==> src/design/phy_bmc_cfg.svh <==
/*
 * Constants for the basic mode control register block: address, bit
 * positions, loop-off and default speed values and timing counts.
 * Assumes a 200 MHz core clock; included by the package and modules.
 */
`ifndef PHY_BMC_CFG_SVH
`define PHY_BMC_CFG_SVH

`define MGMT_ADDR_W 5
`define MGMT_DATA_W 16
`define BMC_ADDR 5'h00
`define BMC_RESET_BIT 15
`define BMC_LOOP_BIT 14
`define BMC_SPEED_BIT 13
`define BMC_AN_BIT 12
`define BMC_RSVD_BIT 11
`define BMC_LOW_W 11
`define RD_ZERO 16'h0000

`define CLK_PERIOD_PS 5000
`define DEAD_TIME_US 550
`define DEAD_CYCLES ((`DEAD_TIME_US * 1000000) / `CLK_PERIOD_PS)
`define DEAD_CNT_W 17

`define HOLD_CYCLES 4'h8
`define HOLD_W 4
`define HOLD_ONE 4'h1

`define LOOP_CTL_OFF 2'h0
`define SPEED_DEFAULT 1'b1

`endif

==> src/design/phy_bmc_pkg.sv <==
/*
 * Types for the basic mode control register block.
 * Assumes phy_bmc_cfg.svh supplies the widths.
 */
`include "phy_bmc_cfg.svh"

package phy_bmc_pkg;

    typedef enum logic [1:0] {
        ST_CAPTURE,
        ST_LOAD,
        ST_HOLD,
        ST_IDLE
    } seq_state_t;

    typedef struct packed {
        seq_state_t seq;
        logic [`HOLD_W-1:0] hold_cnt;
        logic loopback;
        logic speed;
        logic an_en;
        logic an_armed;
        logic an_active;
        logic speed_100;
        logic regs_default;
        logic [1:0] ext_loop;
        logic [`MGMT_DATA_W-1:0] rdata;
        logic rvalid;
        logic dead_start;
    } ctl_t;

    typedef struct packed {
        logic pin_low;
        logic pin_high;
    } strap_t;

    typedef struct packed {
        logic active;
        logic [`DEAD_CNT_W-1:0] cnt;
    } dead_t;

endpackage

==> src/design/phy_bmc_strap.sv <==
/*
 * Strap latch: holds the two auto-negotiation strap levels.
 * Assumes the pins are steady whenever capture is high.
 */
`timescale 1ns/1ps
`default_nettype none

module phy_bmc_strap
    import phy_bmc_pkg::*;
(
    input wire logic core_clk,
    input wire logic reset_n,
    input wire logic capture,
    input wire logic neg_strap_pin_low,
    input wire logic neg_strap_pin_high,
    output logic latched_low,
    output logic latched_high
);
    strap_t st_r;
    strap_t st_nxt;

    // levels are caught by the clock, never by the async reset
    always_comb begin
        st_nxt = st_r;
        if (capture) begin
            st_nxt.pin_low = neg_strap_pin_low;
            st_nxt.pin_high = neg_strap_pin_high;
        end
    end

    always_ff @(posedge core_clk or negedge reset_n) begin
        if (!reset_n) begin
            st_r <= '0;
        end else begin
            st_r <= st_nxt;
        end
    end

    assign latched_low = st_r.pin_low;
    assign latched_high = st_r.pin_high;

endmodule // phy_bmc_strap

`default_nettype wire

==> src/design/phy_bmc_dead.sv <==
/*
 * Dead-time timer: flags a window after loopback comes on at 100 Mb/s.
 * Assumes start is a one-cycle pulse; a new start restarts the window.
 */
`timescale 1ns/1ps
`default_nettype none
`include "phy_bmc_cfg.svh"

module phy_bmc_dead
    import phy_bmc_pkg::*;
#(
    parameter logic [`DEAD_CNT_W-1:0] CYCLES = `DEAD_CNT_W'(`DEAD_CYCLES)
) (
    input wire logic core_clk,
    input wire logic reset_n,
    input wire logic start,
    output logic active
);
    dead_t st_r;
    dead_t st_nxt;

    always_comb begin
        st_nxt = st_r;
        if (start) begin
            st_nxt.active = 1'b1;
            st_nxt.cnt = CYCLES;
        end else if (st_r.active) begin
            st_nxt.cnt = st_r.cnt - `DEAD_CNT_W'(1);
            st_nxt.active = (st_r.cnt > `DEAD_CNT_W'(1));
        end
    end

    always_ff @(posedge core_clk or negedge reset_n) begin
        if (!reset_n) begin
            st_r <= '0;
        end else begin
            st_r <= st_nxt;
        end
    end

    assign active = st_r.active;

endmodule // phy_bmc_dead

`default_nettype wire

==> src/design/phy_bmc_ctl.sv <==
/*
 * Basic mode control register, bits 15 to 11, on the register port of
 * the serial management engine, with software reset sequencing.
 * Assumes the management engine presents one-cycle read and write
 * strobes with a register address; bits 10 to 0 live elsewhere.
 */
// How it works
// - writing one to bit 15 returns all control/status registers to defaults
// - software reset re-latches strap pins like a hardware reset
// - reset bit self-clears; reads one until the sequence finishes
// - bit 14 loops MII transmit data into receive, both speeds
// - loopback on at 100 Mb/s twisted pair starts a 550 us dead window
// - bit 14 overrides the two loop control bits of register 18h
// - with negotiation off, bit 13 picks 100 or 10 Mb/s
// - latched strap levels set speed and the enable bit at each reset
// - bit 12 enables negotiation, then bits 13 and 8 are ignored
// - strapped-off negotiation needs enable written zero then one
// - bit 12 reads back the control value, never negotiation status
// - register sits at management address 0 of 32 word registers
`timescale 1ns/1ps
`default_nettype none
`include "phy_bmc_cfg.svh"

module phy_bmc_ctl
    import phy_bmc_pkg::*;
#(
    parameter logic [`DEAD_CNT_W-1:0] DEAD_CYCLES = `DEAD_CNT_W'(`DEAD_CYCLES)
) (
    input wire logic core_clk,
    input wire logic reset_n,
    input wire logic [`MGMT_ADDR_W-1:0] mgmt_addr,
    input wire logic mgmt_wr,
    input wire logic mgmt_rd,
    input wire logic [`MGMT_DATA_W-1:0] mgmt_wdata,
    output logic [`MGMT_DATA_W-1:0] mgmt_rdata,
    output logic mgmt_rvalid,
    input wire logic [`BMC_LOW_W-1:0] low_bits_in,
    input wire logic neg_strap_pin_low,
    input wire logic neg_strap_pin_high,
    input wire logic an_speed_100,
    input wire logic tp_mode_100,
    input wire logic [1:0] lbr_loop_ctl,
    output logic regs_default,
    output logic mii_loopback,
    output logic [1:0] ext_loop_ctl,
    output logic speed_100,
    output logic an_enable,
    output logic dead_time
);
    ctl_t st_r;
    ctl_t st_nxt;
    logic strap_low;
    logic strap_high;
    logic wr_hit;
    logic rd_hit;

    function automatic logic is_bmc(input logic [`MGMT_ADDR_W-1:0] a);
        return a == `BMC_ADDR;
    endfunction

    assign wr_hit = mgmt_wr && is_bmc(mgmt_addr);
    assign rd_hit = mgmt_rd && is_bmc(mgmt_addr);

    phy_bmc_strap u_strap (
        .core_clk(core_clk),
        .reset_n(reset_n),
        .capture(st_r.seq == ST_CAPTURE),
        .neg_strap_pin_low(neg_strap_pin_low),
        .neg_strap_pin_high(neg_strap_pin_high),
        .latched_low(strap_low),
        .latched_high(strap_high)
    );

    phy_bmc_dead #(
        .CYCLES(DEAD_CYCLES)
    ) u_dead (
        .core_clk(core_clk),
        .reset_n(reset_n),
        .start(st_r.dead_start),
        .active(dead_time)
    );

    always_comb begin
        st_nxt = st_r;
        st_nxt.rvalid = 1'b0;
        st_nxt.dead_start = 1'b0;
        unique case (st_r.seq)
            ST_CAPTURE: begin
                st_nxt.regs_default = 1'b1;
                st_nxt.seq = ST_LOAD;
            end
            ST_LOAD: begin
                // strap high selects negotiation, otherwise strap low
                // forces the speed; a strapped-off start leaves the
                // enable disarmed until it is written zero
                st_nxt.loopback = 1'b0;
                st_nxt.an_en = strap_high;
                st_nxt.an_armed = strap_high;
                st_nxt.speed = strap_high ? `SPEED_DEFAULT : strap_low;
                st_nxt.hold_cnt = `HOLD_CYCLES;
                st_nxt.seq = ST_HOLD;
            end
            ST_HOLD: begin
                st_nxt.hold_cnt = st_r.hold_cnt - `HOLD_ONE;
                if (st_r.hold_cnt == `HOLD_ONE) begin
                    st_nxt.regs_default = 1'b0;
                    st_nxt.seq = ST_IDLE;
                end
            end
            ST_IDLE: begin
                // writes during the reset sequence are dropped on purpose
                if (wr_hit && mgmt_wdata[`BMC_RESET_BIT]) begin
                    st_nxt.seq = ST_CAPTURE;
                end else if (wr_hit) begin
                    // bit 11 is not stored, it always reads zero
                    st_nxt.loopback = mgmt_wdata[`BMC_LOOP_BIT];
                    st_nxt.speed = mgmt_wdata[`BMC_SPEED_BIT];
                    st_nxt.an_en = mgmt_wdata[`BMC_AN_BIT];
                    if (!mgmt_wdata[`BMC_AN_BIT]) begin
                        st_nxt.an_armed = 1'b1;
                    end
                end
            end
        endcase
        st_nxt.an_active = st_nxt.an_en && st_nxt.an_armed;
        st_nxt.speed_100 = st_nxt.an_active ? an_speed_100
                                            : st_nxt.speed;
        st_nxt.ext_loop = st_nxt.loopback ? `LOOP_CTL_OFF
                                          : lbr_loop_ctl;
        st_nxt.dead_start = st_nxt.loopback && !st_r.loopback
                            && st_nxt.speed_100 && tp_mode_100;
        if (rd_hit) begin
            st_nxt.rvalid = 1'b1;
            st_nxt.rdata = {st_r.seq != ST_IDLE,
                            st_r.loopback,
                            st_r.speed,
                            st_r.an_en,
                            1'b0,
                            low_bits_in};
        end else begin
            st_nxt.rdata = `RD_ZERO;
        end
    end

    always_ff @(posedge core_clk or negedge reset_n) begin
        if (!reset_n) begin
            st_r <= '{seq: ST_CAPTURE, regs_default: 1'b1, default: '0};
        end else begin
            st_r <= st_nxt;
        end
    end

    assign mgmt_rdata = st_r.rdata;
    assign mgmt_rvalid = st_r.rvalid;
    assign regs_default = st_r.regs_default;
    assign mii_loopback = st_r.loopback;
    assign ext_loop_ctl = st_r.ext_loop;
    assign speed_100 = st_r.speed_100;
    assign an_enable = st_r.an_active;
endmodule // phy_bmc_ctl

`default_nettype wire

==> config.mk <==
export PLATFORM = sky130hd
export DESIGN_NAME = phy_bmc_ctl
export DESIGN_NICKNAME = d
export VERILOG_FILES = /design/src/design/phy_bmc_pkg.sv /design/src/design/phy_bmc_strap.sv /design/src/design/phy_bmc_dead.sv /design/src/design/phy_bmc_ctl.sv
export VERILOG_INCLUDE_DIRS = /design/src /design/src/design
export SDC_FILE = /design/constraint.sdc
export NUM_CORES = 1
export LEC_CHECK = 0
export ABC_CLOCK_PERIOD_IN_PS = 1900
export BUFFER_PORTS_ARGS = -buffer_cell sky130_fd_sc_hd__buf_2
export CORE_ASPECT_RATIO = 2
export CORE_MARGIN = 4
export CORE_UTILIZATION = 47
export CTS_BUF_LIST = sky130_fd_sc_hd__clkbuf_16
export DETAILED_ROUTE_END_ITERATION = 10
export GPL_ROUTABILITY_DRIVEN = 0
export GPL_TIMING_DRIVEN = 1
export PLACE_DENSITY = 0.75
export RECOVER_POWER = 25
export SLEW_MARGIN = 20
export SYNTH_ARGS = -nofsm -noshare
export SYNTH_HDL_FRONTEND = slang
export SYNTH_SLANG_ARGS = --single-unit
==> constraint.sdc <==
create_clock -name core_clk -period 1.9 [get_ports core_clk]
set_clock_uncertainty 0.15 [all_clocks]
set_input_delay 0.38 -clock core_clk [delete_from_list [all_inputs] [get_ports core_clk]]
set_output_delay 0.38 -clock core_clk [all_outputs]
set_load 0.03 [all_outputs]
==> out/qor.csv, run 1 <==
stage;metric;value;unit
sta;Final Cycle Share;0.975;
final_layout;Core Util, Final;0.595;
synth;top post-synthesis cells by area;dfrtp_1, buf_4, and2_1, ha_1, nor2_1;
worst_hold_path;Hold Path Class;in -> reg;
synth;Synth cell types;52;
critical_path;CP peak stage delay;520;ps
synth;most common flop cell mapped by yosys;dfrtp_1;
critical_path;RR Startpoint;u_dead.st_r[0];
floorplan;io pins;66;
run_status;status;complete, no violations;
synth;commonest cells in the netlist;dfrtp_1, buf_4, nor2_1;
place;pre-CTS setup slack;-107;ps
synth;synthesized area;2520;sq um
power;VDD IR max;1.04;mV
worst_hold_path;hold path start;low_bits_in[9];
place;Post-DP Area;2860;sq um
critical_path;Critical Path AT;1930;ps
route;highest metal used;met4;
synth;Yosys top cell area share;0.506;
route;WL per Instance;14.6;um
job;MaxCap Viol Count;0;
route;met2 WL;2900;um
synth;synth warn;0;
critical_path;worst-path cell chain;inv_2 > ha_4 > and3b_2 > nand4b_4 > or4b_1 > a21oi_1;
route;total iterations of the first detailed-routing run;4;
place;port bufs;52;
critical_path;reg2reg end;u_dead.st_r[12];
route;initial drt markers;58;
synth;FFs w/ async S/R, synth;1.00;
critical_path;critical path peak fanout;6;
sta;Hold WS;141;ps
final_layout;Synth-to-Final Area Change;22.3;%
final_layout;# nets final;342;
power;Leak Pwr;1.62;nW
final_layout;Reg area;1300;sq um
final_layout;area of the multi-input gates;1060;sq um
route;DRC violations left;0;
critical_path;CP required;1970;ps
clocking;clk root buf;clkbuf_16;
floorplan;DIE WIDTH;59.8;um
worst_hold_path;Hold Path End;mgmt_rdata[9];
route;Vias;1905;
clocking;CTS tree;built;
critical_path;FF-to-FF setup slack;50;ps
critical_path;critical path startpoint category;flip-flop;
synth;synthesized netlist cell count;234;
critical_path;Bufs and invs on worst path;1;
final_layout;fin area;3090;sq um
sta;FMAX;540;MHz
power;Pwr Density;1170;nW/um^2
grt;vias in the first global route;1868;
route;drt total wl;5140;um
clocking;clock sink count;52;
synth;most frequent cell after synthesis;dfrtp_1;
clocking;clock latency on the worst-skew pair;290;ps
synth;Post-synth EDFFs;0;
critical_path;CP top delay family;simple AND/OR/NAND/NOR gates;
floorplan;Placeable Area;5180;sq um
sta;Final setup viols;0;
worst_hold_path;WHS Path Cells;2;
floorplan;Cell Rows;37;
synth;cell accounting for the most synthesized area;dfrtp_1;
sta;Fin. Hold Viols;0;
synth;sequential element share of the synthesized area;0.516;
sta;Final Max Tran Viols;0;
sta;Rel. slew slack;0.340;
grt;global route total overflow;0;
final_layout;share of layout cells above drive strength 1;0.348;
sta;setup repair after global routing missed its margin;yes;
route;vias per cell;5.43;
grt;initial antenna violation count;0;
synth;mean post-synth cell area;10.8;sq um
critical_path;CP max-delay cell;or4b_1;
clocking;Clock Pin Slew Worst Setup and Hold Paths;70;ps
route;WL met3;244;um
sta;min setup slack post-route;46.7;ps
sta;post-layout min period;1850;ps
critical_path;Setup CP Type;reg -> reg;
final_layout;fill cell count;451;
synth;synthesized flop and latch total;52;
place;post-DP HPWL;3820;um
final_layout;Ant. Diodes;0;
grt;first-pass GRT wire length;8570;um
clocking;Max Buffers Root-to-Sink;2;
floorplan;Initial Util;0.487;
route;Routed Antenna Nets;0;
route;M1 wire length;1840;um
grt;Global Route Usage Sum;0.169;
sta;Setup TNS;0;ps
critical_path;Crit. End Element;flip-flop;
floorplan;die area;6680;sq um
critical_path;cell count of the worst reg-to-reg path;6;
sta;Slew @ Worst Pin;990;ps
grt;largest net degree at the start of global routing;38;
clocking;TritonCTS Buffers;5;
synth;post-synth net total;284;
clocking;CTS H-tree depth;2;
floorplan;chip height;112;um
per-stage QoR:
stage                     power, W  instances
after floorplan            0.00220        234
after global placement     0.00253        341
after detailed placement   0.00257        341
after CTS                  0.00358        350
after global routing       0.00387        351
final                      0.00361        351
timing repair:
action,CTS,global route
gates resized for setup,1,10
gates cloned,0,0
endpoints found under the setup margin,1,6
buffers inserted,0,1
hold buffers,1,0
pin swaps,0,3
endpoints found under the hold margin,15,0
sequential cells by signal, summed over array words and instances (netlist names), 2 cells and up:
register	cells
ext_loop_ctl	2
mgmt_rdata	15
st_r	10
u_dead.st_r	17
area by class of cell:
type,instances,share of cell area
Multi-Input combinational cell,147,0.345
Sequential cell,52,0.423
Tap cell,58,0.0235
Inverter,13,0.0158
Timing Repair Buffer,73,0.140
Clock buffer,5,0.0406
Clock inverter,3,0.0126
power breakdown:
group | internal [W] | switching [W]
clock network | 0.000615 | 0.000397
logic | 0.000544 | 0.000630
registers | 0.00128 | 0.000142
total | 0.00244 | 0.00117
worst register-to-register path: cells and delay by family, from the launching register on:
kind / cells / cell delay (ps)
AO/OA/AOI/OAI: 1 / 130
adder cells (fa/ha/maj): 1 / 140
flip-flops: 1 / 390
AND/OR/NAND/NOR: 3 / 900
buffers and inverters: 1 / 80
per-layer routing:
metal | up-vias | global-route usage
li1 | 909 | -
met4 | 0 | 0.0917
met1 | 927 | 0.190
met2 | 56 | 0.284
met3 | 13 | 0.0348
met5 | - | 0
cell families after synthesis:
kind of cell	synth area share
xor+xnor	0.0312
other cells	0.00149
fa+ha+maj	0.0397
buf+inv	0.0788
compound gates	0.100
simple gates	0.215
flops	0.516
mux	0.0178
how the worst max path moves through the flow:
stage | startpoint | endpoint | slack [ps] | depth (start not counted)
after floorplan | u_dead.active | u_dead.st_r[12] | 80 | 4
after global placement | mgmt_addr[1] | ext_loop_ctl[1] | -80 | 5
after detailed placement | mgmt_addr[1] | ext_loop_ctl[0] | -110 | 5
after CTS | st_r[32] | st_r[0] | 10 | 6
after global routing | u_dead.st_r[0] | u_dead.st_r[12] | -30 | 6
final | u_dead.st_r[0] | u_dead.st_r[12] | 50 | 6
cells in the final DEF (no fill, tap or decap), types with 8 or more instances in the layout:
cell     Yosys  layout
a21oi_1      9       9
buf_2        0      51
nand3_1      8       8
nand2_1     15      15
o21ai_0     10      10
dfrtp_1     51      50
inv_1       12      11
buf_4       18      19
nor2_1      17      17
and2_1      16      16
No activity file was read; power rests on OpenSTA's default activity.
==> run 2, diff against run 1 <==
--- a/config.mk
+++ b/config.mk
@@ -9,7 +9,7 @@
 export ABC_CLOCK_PERIOD_IN_PS = 1900
 export BUFFER_PORTS_ARGS = -buffer_cell sky130_fd_sc_hd__buf_2
 export CORE_ASPECT_RATIO = 2
-export CORE_MARGIN = 4
+export CORE_MARGIN = 3
 export CORE_UTILIZATION = 47
 export CTS_BUF_LIST = sky130_fd_sc_hd__clkbuf_16
 export DETAILED_ROUTE_END_ITERATION = 10
==> run 2 against run 1 <==
  * Count of clock-buffer cells in the layout unchanged
  * Die area down 5.1%
  * Cell count up 0.28%
  * Critical endpoint is now st_r[0]
  * Largest cell class unchanged
==> out/qor.csv, run 2 (synthesized netlist as in run 1, its figures left out) <==
stage;metric;value;unit;change
sta;Fin. Hold Viols;0;;unchanged
sta;post-layout min period;1880;ps;+25.6 ps
sta;Setup TNS;0;ps;unchanged
final_layout;Synth-to-Final Area Change;24.4;%;
final_layout;share of layout cells above drive strength 1;0.374;;+0.0260
final_layout;Core Util, Final;0.605;;+0.0104
final_layout;commonest non-fill, non-tap cell in the layout;buf_2;;
sta;Final Cycle Share;0.989;;+0.0135
critical_path;CP peak stage delay;480;ps;-40 ps
job;MaxCap Viol Count;0;;unchanged
power;VDD IR max;1.14;mV;+9.6%
final_layout;Ant. Diodes;0;;unchanged
critical_path;CP max-delay cell;dfrtp_1;;
critical_path;CP endpoint;st_r[0];;
critical_path;critical path peak fanout;9;;+3
critical_path;cell count of the worst reg-to-reg path;5;;-1
place;port bufs;52;;unchanged
final_layout;max FFs per register;17;;unchanged
run_status;status;complete, no violations;;
critical_path;reg2reg end;st_r[0];;
final_layout;most frequent cells in the layout;buf_2, dfrtp_1, buf_4, nor2_1, and2_1;;
critical_path;FF-to-FF setup slack;20;ps;-30 ps
critical_path;critical path startpoint category;flip-flop;;
place;post-DP HPWL;4040;um;+5.9%
route;Routed Antenna Nets;0;;unchanged
clocking;Max Buffers Root-to-Sink;2;;unchanged
critical_path;worst-path cell chain;ha_4 > nor2_1 > a22o_1 > or3_4 > a221oi_2;;
critical_path;RR Startpoint;st_r[31];;
sta;Final setup viols;0;;unchanged
floorplan;Cell Rows;37;;unchanged
floorplan;chip height;110;um;-1.8%
route;DRC violations left;0;;unchanged
critical_path;Crit. End Element;flip-flop;;
route;Vias;1902;;-0.16%
clocking;clk root buf;clkbuf_16;;
power;Leak Pwr;1.64;nW;+1.1%
power;Tot Pwr;0.00372;W;+3.1%
sta;FMAX;532;MHz;-1.4%
grt;initial antenna violation count;0;;unchanged
floorplan;io pins;66;;unchanged
critical_path;Critical Path AT;1920;ps;about the same
clocking;clock latency on the worst-skew pair;290;ps;about the same
clocking;clock sink count;52;;unchanged
sta;setup repair after global routing missed its margin;yes;;
grt;largest net degree at the start of global routing;33;;-13%
clocking;CTS H-tree depth;2;;unchanged
critical_path;Setup CP Type;reg -> reg;;
worst_hold_path;WHS Path Cells;2;;unchanged
clocking;TritonCTS Buffers;5;;unchanged
final_layout;# nets final;343;;+0.29%
route;WL per Instance;15.7;um;+7.1%
worst_hold_path;Hold Path Class;in -> reg;;
grt;Global Route Usage Sum;0.183;;+0.0142
final_layout;Biggest register;u_dead.st_r;;
floorplan;DIE WIDTH;57.8;um;-3.3%
critical_path;CP required;1940;ps;-30 ps
power;Pwr Density;1190;nW/um^2;+1.3%
grt;vias in the first global route;2013;;+7.8%
clocking;CTS tree;built;;
grt;global route total overflow;0;;unchanged
place;pre-CTS setup slack;-155;ps;-48.7 ps
route;initial drt markers;37;;-36%
critical_path;Worst Setup SP;st_r[31];;
route;vias per cell;5.40;;-0.44%
floorplan;Initial Util;0.487;;unchanged
sta;Final Max Tran Viols;0;;unchanged
clocking;Clock Pin Slew Worst Setup and Hold Paths;70;ps;about the same
grt;first-pass GRT wire length;8920;um;+4.1%
floorplan;die area;6340;sq um;-5.1%
sta;min setup slack post-route;21.1;ps;-25.6 ps
floorplan;Placeable Area;5180;sq um;unchanged
route;drt total wl;5520;um;+7.4%
route;total iterations of the first detailed-routing run;4;;unchanged
## run 2: timing repair
action | 4_1_cts | 5_1_grt
buffers inserted | 0 | 3
setup endpoints to repair | 2 | 6
hold endpoints to repair | 19 | 0
resized for setup | 3 | 16
gates cloned | 0 | 0
hold buffers | 1 | 0
pin swaps | 0 | 3
## run 2: metrics by stage
step	hold WS, ps	cells	instance area (sq um)
2_1_floorplan	-65.6	234	2520
3_5_place_dp	222	340	2850
5_1_grt	138	352	3140
4_1_cts	140	349	3040
3_3_place_gp	224	340	2850
6_report	144	352	3140
## run 2: worst min-delay path by stage
stage	start	end	slack, ps
5_1_grt	low_bits_in[8]	mgmt_rdata[8]	140
2_1_floorplan	reset_n	an_enable	-70
4_1_cts	low_bits_in[3]	mgmt_rdata[3]	140
3_5_place_dp	reset_n	mgmt_rdata[8]	220
3_3_place_gp	reset_n	mgmt_rdata[8]	220
6_report	low_bits_in[6]	mgmt_rdata[6]	140
## run 2: layout make-up
| type | count | area (sq um) |
|---|---|---|
| inverters | 13 | 48.8 |
| clock inverters | 3 | 46.3 |
| well taps | 58 | 72.6 |
| clock buffers | 5 | 125 |
| fillers | 454 | 2050 |
| repair buffers | 74 | 444 |
| multi-input cells | 147 | 1100 |
| flip-flops and latches | 52 | 1300 |
## run 2: worst max-delay path, delay by kind of cell (launching register included)
| kind | cells | cell delay [ps] |
|---|---|---|
| DFF | 1 | 480 |
| adders and majority gates | 1 | 230 |
| AOI/OAI and AO/OA | 2 | 480 |
| and+or+nand+nor | 2 | 440 |
## run 2: power breakdown
part           internal [W]  switching (W)
Clock              0.000626       0.000408
Sequential          0.00128       0.000163
Combinational      0.000562       0.000680
## run 2: metal layers
metal / track usage / vias up / part of all wire
li1: - / 914 / -
met5: 0 / - / 0
met2: 0.354 / 40 / 0.59
met1: 0.184 / 931 / 0.34
met3: 0.0270 / 17 / 0.030
met4: 0.0862 / 0 / 0.037
